### src/status_regs.vh
`ifndef STATUS_REGS_VH
`define STATUS_REGS_VH
// command codes delivered by the parser
`define CMD_W 5
`define CMD_ESE_SET 5'h00
`define CMD_ESE_QRY 5'h01
`define CMD_ESR_QRY 5'h02
`define CMD_OPC 5'h03
`define CMD_OPC_QRY 5'h04
`define CMD_RST 5'h05
`define CMD_SRE_SET 5'h06
`define CMD_SRE_QRY 5'h07
`define CMD_STB_QRY 5'h08
`define CMD_TRG 5'h09
`define CMD_DER_QRY 5'h0A
`define CMD_DFR_QRY 5'h0B
`define CMD_TIME_QRY 5'h0C
`define CMD_CHK_QRY 5'h0D
`define CMD_SET_INPUT 5'h0E
`define CMD_SET_OUTPUT 5'h0F
`define CMD_VERBOSE 5'h10
`define CMD_TERSE 5'h11
// argument limits
`define ARG_W 16
`define MASK_MAX 16'h00FF
`define INPUT_RANGE_MAX 16'h0001
`define OUTPUT_RANGE_MAX 16'h0005
`define OPC_REPLY 8'h01
// event latch bits
`define EV_OP_DONE 0
`define EV_REQ_CTRL 1
`define EV_QUERY_FAULT 2
`define EV_DEV_DEP 3
`define EV_EXEC_FAULT 4
`define EV_SYNTAX_FAULT 5
`define EV_KEY_PRESSED 6
`define EV_POWERUP 7
`define EV_RESET 8'h80
// summary status byte bits
`define SB_SECONDS_TICK 0
`define SB_OVERRANGE 1
`define SB_ROM_SUM_READY 2
`define SB_INPUT_NEARLY_FULL 3
`define SB_REPLY_WAITING 4
`define SB_EVENT_SUMMARY 5
`define SB_SERVICE_SUMMARY 6
`define SB_BAND_CHANGE 7
`define SB_SERVICE_CLEAR 8'hBF
// flag register widths
`define FAULT_BITS 4
`define BAND_BITS 3
// reset state of ranges and reply mode
`define RESET_INPUT_10V 1'b1
`define RESET_OUTPUT_RANGE 3'h0
`define RESET_VERBOSE 1'b0
// queues
`define QUEUE_DEPTH 256
`define QUEUE_LEVEL_W 9
`define HIGH_PERCENT 75
`define LOW_PERCENT 25
// timing
`define CLOCK_PERIOD_NS 10
`define TICK_PERIOD_NS 1000000000
`endif

### src/sync_bits.v
`timescale 1ns/10ps
`default_nettype none
module sync_bits #(
   parameter W = 1
) (
   // clock and reset
   input wire clk_i,
   input wire rstn_i,
   input wire ce_i,
   // data
   input wire [W-1:0] async_i,
   output reg [W-1:0] sync_o
);
   reg [W-1:0] stage_reg;
   always @(posedge clk_i or negedge rstn_i)
   begin
      if (!rstn_i)
      begin
         stage_reg <= {W{1'b0}};
         sync_o <= {W{1'b0}};
      end
      else if (ce_i)
      begin
         stage_reg <= async_i;
         sync_o <= stage_reg;
      end
   end
endmodule // sync_bits
`default_nettype wire

### src/fill_hysteresis.v
`timescale 1ns/10ps
`include "status_regs.vh"
`default_nettype none
module fill_hysteresis #(
   parameter DEPTH = `QUEUE_DEPTH,
   parameter W = `QUEUE_LEVEL_W
) (
   // clock and reset
   input wire clk_i,
   input wire rstn_i,
   input wire ce_i,
   // queue fill level and flag
   input wire [W-1:0] level_i,
   output reg full_o
);
   localparam [W-1:0] HIGH_MARK = DEPTH * `HIGH_PERCENT / 100;
   localparam [W-1:0] LOW_MARK = DEPTH * `LOW_PERCENT / 100;
   always @(posedge clk_i or negedge rstn_i)
   begin
      if (!rstn_i)
         full_o <= 1'b0;
      else if (ce_i)
      begin
         // set above the high mark, hold until below the low mark
         if (level_i > HIGH_MARK)
            full_o <= 1'b1;
         else if (level_i < LOW_MARK)
            full_o <= 1'b0;
      end
   end
endmodule // fill_hysteresis
`default_nettype wire

### src/remote_status_reporting.v
// Function
// - event_summary is set when event_latch AND event_enable_mask is non-zero.
// - event_enable_mask writes accept 0 to 255; larger values are an error.
// - reading event_latch returns its contents, then clears all bits not set in that same cycle.
// - op_done sets as soon as the operation complete command is parsed.
// - operation complete query replies with numeric 1.
// - reset selects 10 V input, 200 uA output, terse; masks untouched.
// - query_fault sets on read with no reply, or on output overflow.
// - exec_fault sets on out-of-range parameter or unexecutable valid message.
// - syntax_fault sets on syntax error, unknown header, trigger inside message.
// - key_pressed_flag sets whenever a front-panel key is pressed.
// - powerup_flag is set after power is applied.
// - request-control bit never set; device-dependent error bit stays zero.
// - seconds_tick sets each second, clears on time query.
// - rom_sum_ready sets once after power-on, clears on checksum query.
// - input_nearly_full sets above 75 percent, clears below 25 percent.
// - reply_waiting is held while the output queue holds a byte.
// - service_summary set when status byte AND service mask non-zero.
// - overrange_flag on out-of-limits attempt; band_change on new band.
// - service mask written 0 to 255; reads back with bit 6 zero.
// - status byte returned to status query and serial poll, bit 6 summary.
// - trigger starts nothing and sets exec_fault instead.
// - band_flags report low, medium, high band; bits 3 to 7 zero.
`timescale 1ns/10ps
`include "status_regs.vh"
`default_nettype none
module remote_status_reporting #(
   parameter TICK_CYCLES = `TICK_PERIOD_NS / `CLOCK_PERIOD_NS,
   parameter LEVEL_W = `QUEUE_LEVEL_W
) (
   // clock, reset, enable
   input wire CLOCK_I,
   input wire RSTN_I,
   input wire CE_I,
   // parsed commands
   input wire CMD_VALID_I,
   input wire [`CMD_W-1:0] CMD_CODE_I,
   input wire [`ARG_W-1:0] CMD_ARG_I,
   // parser and queue events
   input wire SYNTAX_ERR_I,
   input wire EXEC_ERR_I,
   input wire EMPTY_READ_I,
   input wire OUT_OVERFLOW_I,
   input wire GET_IN_MSG_I,
   input wire BUS_TRIGGER_I,
   input wire OVERRANGE_I,
   input wire ROM_SUM_DONE_I,
   // queue levels
   input wire [LEVEL_W-1:0] IN_LEVEL_I,
   input wire [LEVEL_W-1:0] OUT_COUNT_I,
   // front panel and analogue pins
   input wire KEY_PRESS_I,
   input wire [`FAULT_BITS-1:0] FAULT_PINS_I,
   input wire [`BAND_BITS-1:0] BAND_PINS_I,
   // serial poll
   input wire SPOLL_I,
   output reg [7:0] SPOLL_DATA_O,
   // reply to the output buffer
   output reg REPLY_VALID_O,
   output reg [7:0] REPLY_DATA_O,
   // service request open-drain pin
   output wire SRQ_O,
   output wire SRQ_OE_O,
   // instrument setup
   output reg INPUT_10V_O,
   output reg [2:0] OUTPUT_RANGE_O,
   output reg VERBOSE_O
);
   ////////////////////////////////////////////////////////////////////////////
   // helpers
   function [7:0] low_byte;
      input [`ARG_W-1:0] arg;
      begin
         low_byte = arg[7:0];
      end
   endfunction

   function is_cmd;
      input valid;
      input [`CMD_W-1:0] code;
      input [`CMD_W-1:0] want;
      begin
         is_cmd = valid && (code == want);
      end
   endfunction

   ////////////////////////////////////////////////////////////////////////////
   // state
   reg [7:0] event_latch_reg;
   reg [7:0] event_latch_next;
   reg [7:0] event_enable_mask_reg;
   reg [7:0] service_enable_mask_reg;
   reg seconds_tick_reg;
   reg overrange_reg;
   reg rom_sum_ready_reg;
   reg rom_sum_seen_reg;
   reg band_change_reg;
   reg key_prev_reg;
   reg [`BAND_BITS-1:0] band_prev_reg;
   reg [31:0] tick_count_reg;
   wire key_sync;
   wire [`FAULT_BITS-1:0] fault_sync;
   wire [`BAND_BITS-1:0] band_sync;
   wire input_nearly_full;
   wire reply_waiting;
   wire event_summary;
   wire service_summary;
   wire [7:0] fault_flags;
   wire [7:0] band_flags;
   wire [7:0] status_low;
   wire [7:0] summary_status_byte;
   wire tick_hit;
   wire key_rise;
   wire band_new;
   wire arg_over_mask;

   ////////////////////////////////////////////////////////////////////////////
   // pin synchronisers and queue level watch
   sync_bits #(
      .W(1 + `FAULT_BITS + `BAND_BITS)
   ) u_sync (
      .clk_i(CLOCK_I),
      .rstn_i(RSTN_I),
      .ce_i(CE_I),
      .async_i({KEY_PRESS_I, FAULT_PINS_I, BAND_PINS_I}),
      .sync_o({key_sync, fault_sync, band_sync})
   );

   fill_hysteresis #(
      .DEPTH(`QUEUE_DEPTH),
      .W(LEVEL_W)
   ) u_in_fill (
      .clk_i(CLOCK_I),
      .rstn_i(RSTN_I),
      .ce_i(CE_I),
      .level_i(IN_LEVEL_I),
      .full_o(input_nearly_full)
   );

   ////////////////////////////////////////////////////////////////////////////
   // command decode
   wire c_ese_set = is_cmd(CMD_VALID_I, CMD_CODE_I, `CMD_ESE_SET);
   wire c_ese_qry = is_cmd(CMD_VALID_I, CMD_CODE_I, `CMD_ESE_QRY);
   wire c_esr_qry = is_cmd(CMD_VALID_I, CMD_CODE_I, `CMD_ESR_QRY);
   wire c_opc = is_cmd(CMD_VALID_I, CMD_CODE_I, `CMD_OPC);
   wire c_opc_qry = is_cmd(CMD_VALID_I, CMD_CODE_I, `CMD_OPC_QRY);
   wire c_rst = is_cmd(CMD_VALID_I, CMD_CODE_I, `CMD_RST);
   wire c_sre_set = is_cmd(CMD_VALID_I, CMD_CODE_I, `CMD_SRE_SET);
   wire c_sre_qry = is_cmd(CMD_VALID_I, CMD_CODE_I, `CMD_SRE_QRY);
   wire c_stb_qry = is_cmd(CMD_VALID_I, CMD_CODE_I, `CMD_STB_QRY);
   wire c_trg = is_cmd(CMD_VALID_I, CMD_CODE_I, `CMD_TRG);
   wire c_der_qry = is_cmd(CMD_VALID_I, CMD_CODE_I, `CMD_DER_QRY);
   wire c_dfr_qry = is_cmd(CMD_VALID_I, CMD_CODE_I, `CMD_DFR_QRY);
   wire c_time_qry = is_cmd(CMD_VALID_I, CMD_CODE_I, `CMD_TIME_QRY);
   wire c_chk_qry = is_cmd(CMD_VALID_I, CMD_CODE_I, `CMD_CHK_QRY);
   wire c_set_in = is_cmd(CMD_VALID_I, CMD_CODE_I, `CMD_SET_INPUT);
   wire c_set_out = is_cmd(CMD_VALID_I, CMD_CODE_I, `CMD_SET_OUTPUT);
   wire c_verbose = is_cmd(CMD_VALID_I, CMD_CODE_I, `CMD_VERBOSE);
   wire c_terse = is_cmd(CMD_VALID_I, CMD_CODE_I, `CMD_TERSE);
   wire c_unknown = CMD_VALID_I && (CMD_CODE_I > `CMD_TERSE);

   assign arg_over_mask = (CMD_ARG_I > `MASK_MAX);
   wire in_bad = c_set_in && (CMD_ARG_I > `INPUT_RANGE_MAX);
   wire out_bad = c_set_out && (CMD_ARG_I > `OUTPUT_RANGE_MAX);
   wire mask_bad = (c_ese_set || c_sre_set) && arg_over_mask;
   wire exec_set = EXEC_ERR_I || in_bad || out_bad || mask_bad || c_trg
      || BUS_TRIGGER_I;

   ////////////////////////////////////////////////////////////////////////////
   // derived status
   assign key_rise = key_sync && !key_prev_reg;
   assign band_new = (band_sync != band_prev_reg) && (band_sync != {`BAND_BITS{1'b0}});
   assign tick_hit = (tick_count_reg == TICK_CYCLES - 1);
   assign reply_waiting = (OUT_COUNT_I != {LEVEL_W{1'b0}});
   assign event_summary = |(event_latch_reg & event_enable_mask_reg);
   assign fault_flags = {4'h0, fault_sync};
   assign band_flags = {5'h00, band_sync};

   assign status_low[`SB_SECONDS_TICK] = seconds_tick_reg;
   assign status_low[`SB_OVERRANGE] = overrange_reg;
   assign status_low[`SB_ROM_SUM_READY] = rom_sum_ready_reg;
   assign status_low[`SB_INPUT_NEARLY_FULL] = input_nearly_full;
   assign status_low[`SB_REPLY_WAITING] = reply_waiting;
   assign status_low[`SB_EVENT_SUMMARY] = event_summary;
   assign status_low[`SB_SERVICE_SUMMARY] = 1'b0;
   assign status_low[`SB_BAND_CHANGE] = band_change_reg;

   // bit 6 of the stored mask is always zero, so no feedback loop
   assign service_summary = |(status_low & service_enable_mask_reg);
   assign summary_status_byte = status_low | ({7'h00, service_summary} << `SB_SERVICE_SUMMARY);

   // open drain: pull low while service is wanted
   assign SRQ_O = 1'b0;
   assign SRQ_OE_O = service_summary;

   ////////////////////////////////////////////////////////////////////////////
   // event latch next value: sets win over the read clear
   always @*
   begin
      event_latch_next = event_latch_reg;
      if (c_esr_qry)
         event_latch_next = 8'h00;
      if (c_opc || c_opc_qry)
         event_latch_next[`EV_OP_DONE] = 1'b1;
      if (EMPTY_READ_I || OUT_OVERFLOW_I)
         event_latch_next[`EV_QUERY_FAULT] = 1'b1;
      if (exec_set)
         event_latch_next[`EV_EXEC_FAULT] = 1'b1;
      if (SYNTAX_ERR_I || c_unknown || GET_IN_MSG_I)
         event_latch_next[`EV_SYNTAX_FAULT] = 1'b1;
      if (key_rise)
         event_latch_next[`EV_KEY_PRESSED] = 1'b1;
      event_latch_next[`EV_REQ_CTRL] = 1'b0;
      event_latch_next[`EV_DEV_DEP] = 1'b0;
   end

   ////////////////////////////////////////////////////////////////////////////
   // registers
   always @(posedge CLOCK_I or negedge RSTN_I)
   begin
      if (!RSTN_I)
      begin
         event_latch_reg <= `EV_RESET;
         event_enable_mask_reg <= 8'h00;
         service_enable_mask_reg <= 8'h00;
         key_prev_reg <= 1'b0;
         band_prev_reg <= {`BAND_BITS{1'b0}};
      end
      else if (CE_I)
      begin
         event_latch_reg <= event_latch_next;
         key_prev_reg <= key_sync;
         band_prev_reg <= band_sync;
         if (c_ese_set && !arg_over_mask)
            event_enable_mask_reg <= low_byte(CMD_ARG_I);
         if (c_sre_set && !arg_over_mask)
            service_enable_mask_reg <= low_byte(CMD_ARG_I) & `SB_SERVICE_CLEAR;
      end
   end

   ////////////////////////////////////////////////////////////////////////////
   // status byte sticky bits
   always @(posedge CLOCK_I or negedge RSTN_I)
   begin
      if (!RSTN_I)
      begin
         tick_count_reg <= 32'h00000000;
         seconds_tick_reg <= 1'b0;
         rom_sum_ready_reg <= 1'b0;
         rom_sum_seen_reg <= 1'b0;
         overrange_reg <= 1'b0;
         band_change_reg <= 1'b0;
      end
      else if (CE_I)
      begin
         if (tick_hit)
            tick_count_reg <= 32'h00000000;
         else
            tick_count_reg <= tick_count_reg + 32'h00000001;
         if (tick_hit)
            seconds_tick_reg <= 1'b1;
         else if (c_time_qry)
            seconds_tick_reg <= 1'b0;
         if (ROM_SUM_DONE_I && !rom_sum_seen_reg)
         begin
            rom_sum_ready_reg <= 1'b1;
            rom_sum_seen_reg <= 1'b1;
         end
         else if (c_chk_qry)
            rom_sum_ready_reg <= 1'b0;
         if (OVERRANGE_I)
            overrange_reg <= 1'b1;
         else if (c_stb_qry || SPOLL_I)
            overrange_reg <= 1'b0;
         if (band_new)
            band_change_reg <= 1'b1;
         else if (c_stb_qry || SPOLL_I)
            band_change_reg <= 1'b0;
      end
   end

   ////////////////////////////////////////////////////////////////////////////
   // instrument setup
   always @(posedge CLOCK_I or negedge RSTN_I)
   begin
      if (!RSTN_I)
      begin
         INPUT_10V_O <= `RESET_INPUT_10V;
         OUTPUT_RANGE_O <= `RESET_OUTPUT_RANGE;
         VERBOSE_O <= `RESET_VERBOSE;
      end
      else if (CE_I)
      begin
         if (c_rst)
         begin
            INPUT_10V_O <= `RESET_INPUT_10V;
            OUTPUT_RANGE_O <= `RESET_OUTPUT_RANGE;
            VERBOSE_O <= `RESET_VERBOSE;
         end
         else
         begin
            if (c_set_in && !in_bad)
               INPUT_10V_O <= CMD_ARG_I[0];
            if (c_set_out && !out_bad)
               OUTPUT_RANGE_O <= CMD_ARG_I[2:0];
            if (c_verbose)
               VERBOSE_O <= 1'b1;
            if (c_terse)
               VERBOSE_O <= 1'b0;
         end
      end
   end

   ////////////////////////////////////////////////////////////////////////////
   // replies and serial poll
   always @(posedge CLOCK_I or negedge RSTN_I)
   begin
      if (!RSTN_I)
      begin
         REPLY_VALID_O <= 1'b0;
         REPLY_DATA_O <= 8'h00;
         SPOLL_DATA_O <= 8'h00;
      end
      else if (CE_I)
      begin
         REPLY_VALID_O <= c_ese_qry || c_esr_qry || c_opc_qry || c_sre_qry
            || c_stb_qry || c_der_qry || c_dfr_qry;
         if (c_ese_qry)
            REPLY_DATA_O <= event_enable_mask_reg;
         else if (c_esr_qry)
            REPLY_DATA_O <= event_latch_reg;
         else if (c_opc_qry)
            REPLY_DATA_O <= `OPC_REPLY;
         else if (c_sre_qry)
            REPLY_DATA_O <= service_enable_mask_reg & `SB_SERVICE_CLEAR;
         else if (c_stb_qry)
            REPLY_DATA_O <= summary_status_byte;
         else if (c_der_qry)
            REPLY_DATA_O <= fault_flags;
         else if (c_dfr_qry)
            REPLY_DATA_O <= band_flags;
         if (SPOLL_I)
            SPOLL_DATA_O <= summary_status_byte;
      end
   end
endmodule // remote_status_reporting
`default_nettype wire

### config.mk
export PLATFORM = sky130hd
export DESIGN_NAME = remote_status_reporting
export DESIGN_NICKNAME = d
export VERILOG_FILES = /design/src/sync_bits.v /design/src/fill_hysteresis.v /design/src/remote_status_reporting.v
export VERILOG_INCLUDE_DIRS = /design/src /design/src/src
export SDC_FILE = /design/constraint.sdc
export NUM_CORES = 1
export LEC_CHECK = 0
export ABC_AREA = 0
export BUFFER_PORTS_ARGS = -buffer_cell sky130_fd_sc_hd__buf_2
export CORE_UTILIZATION = 40
export DETAILED_ROUTE_END_ITERATION = 7
export SETUP_SLACK_MARGIN = 0.02
export SYNTH_ARGS = -nofsm -noshare
export SYNTH_HDL_FRONTEND = slang
export SYNTH_SLANG_ARGS = --single-unit
### constraint.sdc
create_clock -name CLOCK_I -period 3.4 [get_ports CLOCK_I]
set_clock_uncertainty 0.1 [all_clocks]
set_input_delay 0.68 -clock CLOCK_I [delete_from_list [all_inputs] [get_ports CLOCK_I]]
set_output_delay 0.68 -clock CLOCK_I [all_outputs]
set_load 0.01 [all_outputs]
After elaboration in Yosys (flattened, before gate mapping)
Cells that the tools add are included.
- add/subtract/negate cells: 1
- $lt $le $gt $ge: 6
- equal/unequal tests: 19
- mux-type cells: 30
- bitwise gates (word level): 3
- reduce and logical (&&, ||, !) cells: 89
- operator list (operator ; number):
    8-bit two-way mux ; 7
    5-bit by 4-bit == test with 1-bit output, second input constant ; 8
    2-bit AND reduction ; 19
    32-bit by 1-bit adder with 32-bit output, second input constant ; 1
    32-bit by 27-bit == test with 1-bit output, second input constant ; 1
    32-bit two-way mux ; 1
    1-bit logical AND ; 29
    2-bit nonzero test ; 12
    5-bit by 3-bit == test with 1-bit output, second input constant ; 4
    1-bit two-way mux ; 19
    1-bit logical OR ; 17
    8-bit bitwise AND ; 2
    16-bit by 1-bit greater-than comparator with 1-bit output, second input constant ; 1
    16-bit by 3-bit greater-than comparator with 1-bit output, second input constant ; 1
    16-bit by 8-bit greater-than comparator with 1-bit output, second input constant ; 1
    8-bit OR reduction ; 2
    5-bit by 2-bit == test with 1-bit output, second input constant ; 2
    5-bit == test, second input constant ; 2
    9-bit by 8-bit greater-than comparator with 1-bit output, second input constant ; 1
    9-bit by 7-bit < comparator with 1-bit output, second input constant ; 1
    9-bit nonzero test ; 1
    8-bit by 7-bit bitwise OR with 8-bit output ; 1
    7-bit two-way mux ; 1
    7-bit nonzero test ; 1
    other kinds (7) ; 13
- flip-flop bits (word level): 101
- bits of input ports: 60
- logic and storage cells: 173

Longest topological paths before layout
Gate-level depths: netlist of the first run.
- word-level depth: 10
- gate-level depth with buffers: 7
- gate-level depth less buffers: 6

Cells and area by module
From an unflattened synthesis of the first run, not the netlist that was laid out.
- cell total of the unflattened synthesis: 466
- area total of the unflattened synthesis: 5012.3 µm²
- modules (own cells, without submodules) (module ; times used ; cells an instance ; area each (µm²)):
    remote_status_reporting ; 1 ; 424 ; 4286.6
    sync_bits ; 1 ; 34 ; 649.4
    fill_hysteresis ; 1 ; 8 ; 76.3

Worst setup path after synthesis of the first run
No wires, ideal clock.
- kind: input port to output port
- start: input port OUT_COUNT_I[2]
- end: output port SRQ_OE_O
- arrival: 1580 ps
- data required time: 2620 ps
- setup slack: 1040 ps
- stages on the path: 4
- buffers on the path: 0
- path through: nor4_1 nand3_1 a221oi_1 inv_1
- word-level cells in the longest chain between the ends: 3
- RTL lines (item ; RTL line ; source):
    start, declared ; remote_status_reporting.v:50 ; input wire [LEVEL_W-1:0] OUT_COUNT_I,
    9-bit nonzero test ; remote_status_reporting.v:174 ; assign reply_waiting = (OUT_COUNT_I != {LEVEL_W{1'b0}});
    8-bit bitwise AND ; remote_status_reporting.v:189 ; assign service_summary = |(status_low & service_enable_mask_reg);
    8-bit OR reduction ; remote_status_reporting.v:189 ;
    end, declared ; remote_status_reporting.v:63 ; output wire SRQ_OE_O,
Every way passes these cells.

Worst setup path after layout of the first run
- start: register overrange_reg
- end: output port SRQ_OE_O
- word-level cells in the longest chain between the ends: 2
- RTL lines (item ; RTL line ; source):
    start, declared ; remote_status_reporting.v:94 ; reg overrange_reg;
    start signal, assigned ; remote_status_reporting.v:251 ; overrange_reg <= 1'b0;
    start signal, assigned ; remote_status_reporting.v:272 ; overrange_reg <= 1'b1;
    start signal, assigned ; remote_status_reporting.v:274 ; overrange_reg <= 1'b0;
    8-bit bitwise AND ; remote_status_reporting.v:189 ;
    8-bit OR reduction ; remote_status_reporting.v:189 ;
Every way passes these cells.

==> impl_metrics.prom, run 1 <==
# TYPE chip_impl_metric gauge
chip_impl_info{name="outcome",value="finished, final reports clean"} 1
chip_impl_metric{name="post_cts_hold_fix_bufs",unit=""} 0
chip_impl_metric{name="vias_after_detailed_routing",unit=""} 3883
chip_impl_metric{name="io_buffers",unit=""} 82
chip_impl_metric{name="top_level_ports",unit=""} 84
chip_impl_metric{name="yosys_register_bits",unit=""} 101
chip_impl_info{name="netlist.top_cell.by_area",value="sky130_fd_sc_hd__dfrtp_1"} 1
chip_impl_info{name="worst_path_cell_trace",value="a222oi_1 > nand2_1 > a221oi_1 > inv_1 > buf_2"} 1
chip_impl_metric{name="number_of_global_route_vias_before_repair",unit=""} 3808
chip_impl_metric{name="ant_nets",unit=""} 0
chip_impl_metric{name="grt_pass1_wl",unit="mm"} 19.7
chip_impl_info{name="timing.critical_path.from_type",value="flop"} 1
chip_impl_metric{name="gr-usage-met1",unit="%"} 27.9
chip_impl_metric{name="globalRouteMet2Util",unit="%"} 29.9
chip_impl_metric{name="globalplace.congestion",unit=""} 0.853
chip_impl_metric{name="layout_min_cycle_time",unit="ns"} 2.74
chip_impl_metric{name="antenna_violations_before_repair",unit=""} 0
chip_impl_metric{name="synth-edff-count",unit=""} 0
chip_impl_metric{name="total_power",unit="W"} 0.00272
chip_impl_metric{name="largest_register_ffs",unit=""} 32
chip_impl_metric{name="postCtsSetupBuffers",unit=""} 0
chip_impl_metric{name="crit_path_max_fanout",unit=""} 4
chip_impl_metric{name="rows",unit=""} 40
chip_impl_info{name="cts_tree",value="built"} 1
chip_impl_metric{name="synthesis.instances",unit=""} 462
chip_impl_metric{name="routed_via_density",unit=""} 5.45
chip_impl_metric{name="post_cts_resize_count",unit=""} 0
chip_impl_metric{name="synthArstFlopShare",unit="%"} 100
chip_impl_metric{name="clock.fmax",unit="MHz"} 365
chip_impl_info{name="timing.critical_path.max_delay_family",value="compound AO/OA/AOI/OAI gates"} 1
chip_impl_metric{name="layout_cells_sized_above_1",unit="%"} 28.9
chip_impl_metric{name="finalMaxSlewViolations",unit=""} 0
chip_impl_metric{name="max_cap_violations",unit=""} 0
chip_impl_metric{name="finalSetupViolCount",unit=""} 0
chip_impl_metric{name="power_density",unit="nW/um2"} 461
chip_impl_metric{name="worst_slew_pin_slew",unit="ns"} 0.711
chip_impl_metric{name="area_growth_syn_to_layout",unit="%"} 16.5
chip_impl_metric{name="yosys.area.top_type_share",unit="%"} 48.9
chip_impl_metric{name="routedWlPerCell",unit="um"} 16.7
chip_impl_info{name="timing.hold.worst.class",value="in2async"} 1
chip_impl_metric{name="floorplan.initialDensity",unit="%"} 41.7
chip_impl_info{name="cts-root-buf",value="sky130_fd_sc_hd__clkbuf_16"} 1
chip_impl_metric{name="relSlewSlack",unit="%"} 52.2
chip_impl_metric{name="power.leakage",unit="nW"} 2.69
chip_impl_metric{name="timing.final.hold_violations",unit=""} 0
chip_impl_metric{name="wirelength",unit="mm"} 11.9
chip_impl_metric{name="grt_met3_use",unit="%"} 3.23
chip_impl_metric{name="first_pass_iters",unit=""} 5
chip_impl_metric{name="timing.critical_path.required",unit="ns"} 2.62
chip_impl_metric{name="die_area",unit="um2"} 13100
chip_impl_metric{name="worst_ep_arrival_time",unit="ns"} 1.96
chip_impl_metric{name="finalInstanceArea",unit="um2"} 5910
chip_impl_metric{name="finish.utilization",unit="%"} 48.6
chip_impl_metric{name="timing.critical_path.buf_inv",unit=""} 2
chip_impl_metric{name="fin_tns_setup",unit="ns"} 0
chip_impl_metric{name="fillers",unit=""} 1157
chip_impl_metric{name="clkSlewWorstSetupHoldPaths",unit="ns"} 0.07
chip_impl_metric{name="grt_overflow_total",unit=""} 0
chip_impl_metric{name="cpPeakStageDelay",unit="ns"} 0.46
chip_impl_info{name="worstSetupPathType",value="reg2out"} 1
chip_impl_metric{name="count_of_cell_types_in_the_netlist",unit=""} 71
chip_impl_metric{name="vdd.ir_drop.worst",unit="V"} 0.000234
chip_impl_metric{name="die_width",unit="um"} 115
chip_impl_metric{name="detail_route.iter0.violations",unit=""} 333
chip_impl_info{name="endpoint_kind",value="primary output"} 1
chip_impl_info{name="post_synth_main_area_contributors",value="sky130_fd_sc_hd__dfrtp_1 (49%), sky130_fd_sc_hd__mux2_2 (6.4%), sky130_fd_sc_hd__mux2_1 (3.6%)"} 1
chip_impl_metric{name="grt_util_all_layers",unit="%"} 19.7
chip_impl_metric{name="dpl-instance-area",unit="um2"} 5620
chip_impl_info{name="crit_path_top_delay_cell",value="sky130_fd_sc_hd__dfrtp_1"} 1
chip_impl_metric{name="synth_area",unit="um2"} 5070
chip_impl_metric{name="synth_seq_area_share",unit="%"} 49.9
chip_impl_metric{name="mappedNetlistNets",unit=""} 523
chip_impl_metric{name="num-nets-final",unit=""} 600
chip_impl_info{name="busiest_layer",value="met2"} 1
chip_impl_metric{name="floorplan.die.height",unit="um"} 115
chip_impl_metric{name="synthesis.area_per_instance",unit="um2"} 11.0
chip_impl_metric{name="period_share",unit="%"} 80.6
chip_impl_info{name="grt_setup_unrepaired",value="false"} 1
chip_impl_metric{name="clock_insertion_delay_worst_skew",unit="ns"} 0.34
chip_impl_metric{name="yosysWarningCount",unit=""} 0
chip_impl_metric{name="antenna-diode-count",unit=""} 0
chip_impl_metric{name="hpwlAfterDp",unit="mm"} 8.98
chip_impl_info{name="synth_top_flop_cell",value="sky130_fd_sc_hd__dfrtp_1"} 1
chip_impl_metric{name="grt_max_degree",unit=""} 42
chip_impl_metric{name="numCtsBuffers",unit=""} 9
chip_impl_metric{name="cts.sinks",unit=""} 101
chip_impl_metric{name="placeableCoreArea",unit="um2"} 12200
chip_impl_metric{name="clock_path_buffers",unit=""} 2
chip_impl_metric{name="cts_max_level",unit=""} 3
chip_impl_metric{name="drc",unit=""} 0
## cells in the final DEF, fill, tap and decap left out, types with 3 or more instances in the layout
| master | n |
|---|---|
| sky130_fd_sc_hd__mux2_2 | 29 |
| sky130_fd_sc_hd__a22o_1 | 4 |
| sky130_fd_sc_hd__nor4_1 | 5 |
| sky130_fd_sc_hd__a31oi_1 | 5 |
| sky130_fd_sc_hd__mux2_1 | 16 |
| sky130_fd_sc_hd__o21ai_1 | 21 |
| sky130_fd_sc_hd__mux2i_1 | 5 |
| sky130_fd_sc_hd__nor2_1 | 22 |
| sky130_fd_sc_hd__nand4_1 | 9 |
| sky130_fd_sc_hd__nor2b_1 | 6 |
| sky130_fd_sc_hd__buf_2 | 81 |
| sky130_fd_sc_hd__nor3_4 | 3 |
| sky130_fd_sc_hd__a32oi_1 | 3 |
| sky130_fd_sc_hd__a222oi_1 | 4 |
| sky130_fd_sc_hd__a21o_1 | 6 |
| sky130_fd_sc_hd__a22oi_1 | 5 |
| sky130_fd_sc_hd__or3_1 | 4 |
| sky130_fd_sc_hd__a21oi_1 | 11 |
| sky130_fd_sc_hd__dfrtp_1 | 99 |
| sky130_fd_sc_hd__buf_4 | 6 |
| sky130_fd_sc_hd__nor3_1 | 8 |
| sky130_fd_sc_hd__and3_1 | 6 |
| sky130_fd_sc_hd__xnor2_1 | 11 |
| sky130_fd_sc_hd__a211oi_1 | 3 |
| sky130_fd_sc_hd__clkbuf_16 | 9 |
| sky130_fd_sc_hd__nor4_2 | 3 |
| sky130_fd_sc_hd__o21ai_0 | 13 |
| sky130_fd_sc_hd__nand3_1 | 17 |
| sky130_fd_sc_hd__nand2_1 | 42 |
| sky130_fd_sc_hd__xor2_1 | 11 |
| sky130_fd_sc_hd__inv_1 | 12 |
| sky130_fd_sc_hd__and4_1 | 5 |
| sky130_fd_sc_hd__nand2b_1 | 5 |
## worst paths after layout
| check | from | end | slack [ns] | depth (start not counted) |
|---|---|---|---|---|
| min | RSTN_I | REPLY_DATA_O[0] | 0.22 | 1 |
| max reg2reg | tick_count_reg[13] | tick_count_reg[23] | 1.14 | 5 |
| min in group CLOCK_I | rom_sum_seen_reg | rom_sum_ready_reg | 0.34 | 1 |
| max in group asynchronous | RSTN_I | event_latch_reg[7] | 2.18 | 2 |
| min reg2reg | rom_sum_seen_reg | rom_sum_ready_reg | 0.34 | 1 |
| max | overrange_reg | SRQ_OE_O | 0.66 | 5 |
## Yosys cell counts, drive strengths merged (6+ instances only)
library cell,n
a21o,6
a21oi,11
and3,6
and4,6
buf,14
clkbuf,7
dfrtp,99
inv,13
mux2,45
nand2,44
nand3,19
nand4,10
nor2,23
nor2b,6
nor3,11
nor4,10
o21ai,34
xnor2,11
xor2,11
## where the power goes
part           total (W)  internal (W)  switching (W)  leakage [nW]
clock           0.000972      0.000507       0.000466         0.134
sequential       0.00140       0.00130      0.0000975          1.27
combinational   0.000346      0.000164       0.000182          1.28
## cells by family after synthesis
family / Yosys count / share of synthesized area (%)
DFF: 101 / 49.9
buffers and inverters: 34 / 3.08
xor gates and xnor gates: 22 / 3.80
and+or+nand+nor: 157 / 18.6
other: 1 / 0.0739
adders and majority gates: 1 / 0.247
muxes: 50 / 11.0
AOI/OAI and AO/OA: 96 / 13.3
## final cells by class
class / instances / area [um2] / area share [%]
multi-input combinational: 327 / 2380 / 40.4
inverter: 13 / 48.8 / 0.826
clock buffer: 9 / 225 / 3.81
sequential: 101 / 2530 / 42.8
timing repair buffer: 87 / 450 / 7.63
tap: 168 / 210 / 3.56
clock inverter: 7 / 57.6 / 0.974
## metal layers
metal	wire [um]	share of wire, %
met1	5590	47
met2	5390	45
met3	702	5.9
met4	223	1.9
met5	0	0
## stage by stage
stage / worst slack [ns] / std cells / hold WS, ns
3_3_place_gp: 0.761 / 696 / 0.331
6_report: 0.661 / 712 / 0.217
3_5_place_dp: 0.658 / 696 / 0.335
2_1_floorplan: 1.04 / 462 / 0.284
4_1_cts: 0.659 / 712 / 0.234
5_1_grt: 0.516 / 712 / 0.263
## worst register-to-register path, stage by stage (launching register included)
cell and delay, ns:
sky130_fd_sc_hd__dfrtp_1 0.47, sky130_fd_sc_hd__nand4_2 0.23, sky130_fd_sc_hd__nor4_4 0.59, sky130_fd_sc_hd__nand3_2 0.29
sky130_fd_sc_hd__or3_1 0.37, sky130_fd_sc_hd__a21oi_1 0.14
Note: power is estimated with default switching activity, not from simulation.
==> run 2: changes to the inputs <==
- ABC_AREA: 0 -> 1
- clock period: 3.4 -> 2.6 ns (I/O delays scaled with it)
==> impl_metrics.prom, run 2 <==
# TYPE chip_impl_metric gauge
chip_impl_info{name="outcome",value="finished, final reports clean"} 1
chip_impl_metric{name="num-nets-final",unit=""} 913
chip_impl_metric{name="floorplan.initialDensity",unit="%"} 41.2
chip_impl_metric{name="routed_via_density",unit=""} 4.87
chip_impl_metric{name="sequential_cell_area",unit="um2"} 2530
chip_impl_info{name="yosys.cell_count.top_type",value="sky130_fd_sc_hd__nand2_1"} 1
chip_impl_metric{name="worst_slew_pin_slew",unit="ns"} 0.531
chip_impl_metric{name="clock_insertion_delay_worst_skew",unit="ns"} 0.36
chip_impl_metric{name="ant_nets",unit=""} 0
chip_impl_metric{name="drc",unit=""} 0
chip_impl_metric{name="timing.critical_path.required",unit="ns"} 1.98
chip_impl_metric{name="yosysWarningCount",unit=""} 0
chip_impl_metric{name="grt_max_degree",unit=""} 65
chip_impl_metric{name="floorplan.die.height",unit="um"} 122
chip_impl_metric{name="fin_tns_setup",unit="ns"} 0
chip_impl_info{name="post_synth_main_area_contributors",value="sky130_fd_sc_hd__dfrtp_1 (43%), sky130_fd_sc_hd__nand2_1 (15%), sky130_fd_sc_hd__inv_1 (6.3%)"} 1
chip_impl_metric{name="die_width",unit="um"} 122
chip_impl_info{name="synth_top_flop_cell",value="sky130_fd_sc_hd__dfrtp_1"} 1
chip_impl_metric{name="yosys_register_bits",unit=""} 101
chip_impl_metric{name="antenna_violations_before_repair",unit=""} 0
chip_impl_metric{name="power_density",unit="nW/um2"} 591
chip_impl_metric{name="die_area",unit="um2"} 14800
chip_impl_metric{name="first_pass_iters",unit=""} 5
chip_impl_info{name="cts-root-buf",value="sky130_fd_sc_hd__clkbuf_16"} 1
chip_impl_metric{name="finalSetupViolCount",unit=""} 0
chip_impl_metric{name="grt_pass1_wl",unit="mm"} 24.4
chip_impl_metric{name="multi_input_comb_area",unit="um2"} 2700
chip_impl_metric{name="detail_route.iter0.violations",unit=""} 289
chip_impl_metric{name="yosys.area.top_type_share",unit="%"} 43.2
chip_impl_metric{name="worst_ep_arrival_time",unit="ns"} 1.57
chip_impl_metric{name="hpwlAfterDp",unit="mm"} 11.0
chip_impl_metric{name="grt_util_all_layers",unit="%"} 21.5
chip_impl_info{name="endpoint_kind",value="primary output"} 1
chip_impl_info{name="netlist.top_cell.by_area",value="sky130_fd_sc_hd__dfrtp_1"} 1
chip_impl_metric{name="clkSlewWorstSetupHoldPaths",unit="ns"} 0.07
chip_impl_metric{name="largest_register_ffs",unit=""} 32
chip_impl_metric{name="rows",unit=""} 43
chip_impl_metric{name="synth_area",unit="um2"} 5730
chip_impl_metric{name="wirelength",unit="mm"} 14.4
chip_impl_info{name="post_synth_most_frequent_cells",value="sky130_fd_sc_hd__nand2_1 (235), sky130_fd_sc_hd__dfrtp_1 (99), sky130_fd_sc_hd__inv_1 (96), sky130_fd_sc_hd__nor2_1 (80), sky130_fd_sc_hd__nand3_1 (45)"} 1
chip_impl_metric{name="timing.final.hold_violations",unit=""} 0
chip_impl_metric{name="synth_seq_area_share",unit="%"} 44.1
chip_impl_metric{name="synthArstFlopShare",unit="%"} 100
chip_impl_metric{name="total_power",unit="W"} 0.00393
chip_impl_metric{name="clock.fmax",unit="MHz"} 457
chip_impl_metric{name="layout_min_cycle_time",unit="ns"} 2.19
chip_impl_metric{name="grt_overflow_total",unit=""} 0
chip_impl_metric{name="count_of_cell_types_in_the_netlist",unit=""} 48
chip_impl_metric{name="globalplace.congestion",unit=""} 0.913
chip_impl_metric{name="power.leakage",unit="nW"} 3.50
chip_impl_metric{name="post_cts_resize_count",unit=""} 0
chip_impl_metric{name="fillers",unit=""} 1436
chip_impl_metric{name="crit_path_max_fanout",unit=""} 3
chip_impl_info{name="timing.critical_path.from_type",value="flop"} 1
chip_impl_metric{name="cts_max_level",unit=""} 3
chip_impl_metric{name="clock_path_buffers",unit=""} 2
chip_impl_info{name="worstSetupPathType",value="reg2out"} 1
chip_impl_metric{name="area_growth_syn_to_layout",unit="%"} 15.9
chip_impl_metric{name="cts.sinks",unit=""} 101
chip_impl_metric{name="max_cap_violations",unit=""} 0
chip_impl_metric{name="top_level_ports",unit=""} 84
chip_impl_metric{name="period_share",unit="%"} 84.2
chip_impl_metric{name="layout_cells_sized_above_1",unit="%"} 19.1
chip_impl_metric{name="relSlewSlack",unit="%"} 64.5
chip_impl_metric{name="io_buffers",unit=""} 82
chip_impl_metric{name="place_worst_setup_slack",unit="ns"} 0.566
chip_impl_info{name="most_common_cell_after_layout_fill_and_taps_aside",value="sky130_fd_sc_hd__nand2_1"} 1
chip_impl_metric{name="numCtsBuffers",unit=""} 9
chip_impl_metric{name="vias_after_detailed_routing",unit=""} 5055
chip_impl_metric{name="setup_slack",unit="ns"} 0.411
chip_impl_metric{name="antenna-diode-count",unit=""} 0
chip_impl_metric{name="synth-edff-count",unit=""} 0
chip_impl_metric{name="placeableCoreArea",unit="um2"} 13900
chip_impl_metric{name="synthesis.instances",unit=""} 767
chip_impl_metric{name="vdd.ir_drop.worst",unit="V"} 0.000358
chip_impl_info{name="timing.hold.worst.class",value="in2reg"} 1
chip_impl_metric{name="routedWlPerCell",unit="um"} 13.9
chip_impl_metric{name="finalMaxSlewViolations",unit=""} 0
chip_impl_info{name="layout.cells.most_common_list",value="sky130_fd_sc_hd__nand2_1 (235), sky130_fd_sc_hd__dfrtp_1 (99), sky130_fd_sc_hd__inv_1 (96), sky130_fd_sc_hd__buf_2 (81), sky130_fd_sc_hd__nor2_1 (80)"} 1
chip_impl_metric{name="mappedNetlistNets",unit=""} 828
chip_impl_metric{name="number_of_global_route_vias_before_repair",unit=""} 4972
chip_impl_metric{name="synthesis.area_per_instance",unit="um2"} 7.48
chip_impl_info{name="grt_setup_unrepaired",value="false"} 1
chip_impl_info{name="cts_tree",value="built"} 1
## run 2: worst paths after layout
path	start	end	slack, ns	cells past startpoint
worst max-delay path	event_latch_reg[7]	SRQ_OE_O	0.41	7
worst min-delay path	BAND_PINS_I[0]	u_sync.stage_reg[0]	0.26	3
worst max register to register	tick_count_reg[0]	tick_count_reg[16]	0.58	7
worst min register to register	rom_sum_seen_reg	rom_sum_ready_reg	0.35	1
max in group asynchronous	RSTN_I	event_latch_reg[7]	1.16	3
min in group asynchronous	RSTN_I	service_enable_mask_reg[7]	0.53	2
## run 2: stage by stage
step,util [%],instances,hold slack [ns],area (um2)
2_1_floorplan,-,767,0.124,5730
3_3_place_gp,45.5,1020,0.340,6340
3_5_place_dp,45.5,1020,0.344,6340
4_1_cts,47.7,1037,0.254,6650
5_1_grt,47.7,1037,0.268,6650
6_report,47.7,1037,0.259,6650
## run 2: final cells by class
type | count | share of cell area, %
Timing Repair Buffer | 89 | 7.23
Tap cell | 180 | 3.39
Multi-Input combinational cell | 541 | 40.6
Sequential cell | 101 | 38.1
Clock inverter | 6 | 1.05
Clock buffer | 10 | 3.44
Inverter | 110 | 6.25
## run 2: what timing repair did
item	4_1_cts	5_1_grt
endpoints found under the hold margin	7	0
buffers inserted	0	0
hold buffers	1	0
## run 2: logic make-up (layout without fill, tap and decap cells)
logic type	after synthesis	in the layout	share of synthesized area (%)
other	1	1	0.0654
adders and majority gates	1	1	0.218
and+or+nand+nor	433	433	35.0
buffers and inverters	125	215	8.84
AOI/OAI and AO/OA	92	92	9.62
DFF	101	101	44.1
xor gates and xnor gates	14	14	2.14
## run 2: worst max-delay path: stages (launching register included)
cell	delay (ns)
sky130_fd_sc_hd__dfstp_2	0.56
sky130_fd_sc_hd__nand2_1	0.06
sky130_fd_sc_hd__nand2_1	0.07
sky130_fd_sc_hd__nor2_1	0.04
sky130_fd_sc_hd__nand3_1	0.12
sky130_fd_sc_hd__nand2_1	0.07
sky130_fd_sc_hd__nand3_1	0.13
sky130_fd_sc_hd__buf_2	0.16
## run 2: power by group
part / internal [W] / switching (W) / leakage, nW / total, W
Combinational: 0.000240 / 0.000438 / 2.13 / 0.000678
Sequential: 0.00174 / 0.000140 / 1.23 / 0.00188
Clock: 0.000755 / 0.000616 / 0.147 / 0.00137
Total: 0.00274 / 0.00119 / 3.50 / 0.00393
## run 2: per-layer routing
layer	routed length [um]	global-route usage, %	vias to the layer above	part of all wire [%]
met5	0	0	-	0
met3	652	4.73	12	4.5
met1	6530	26.9	2337	45
met2	6970	37.1	101	49
li1	-	-	2605	-
met4	213	5.71	0	1.5
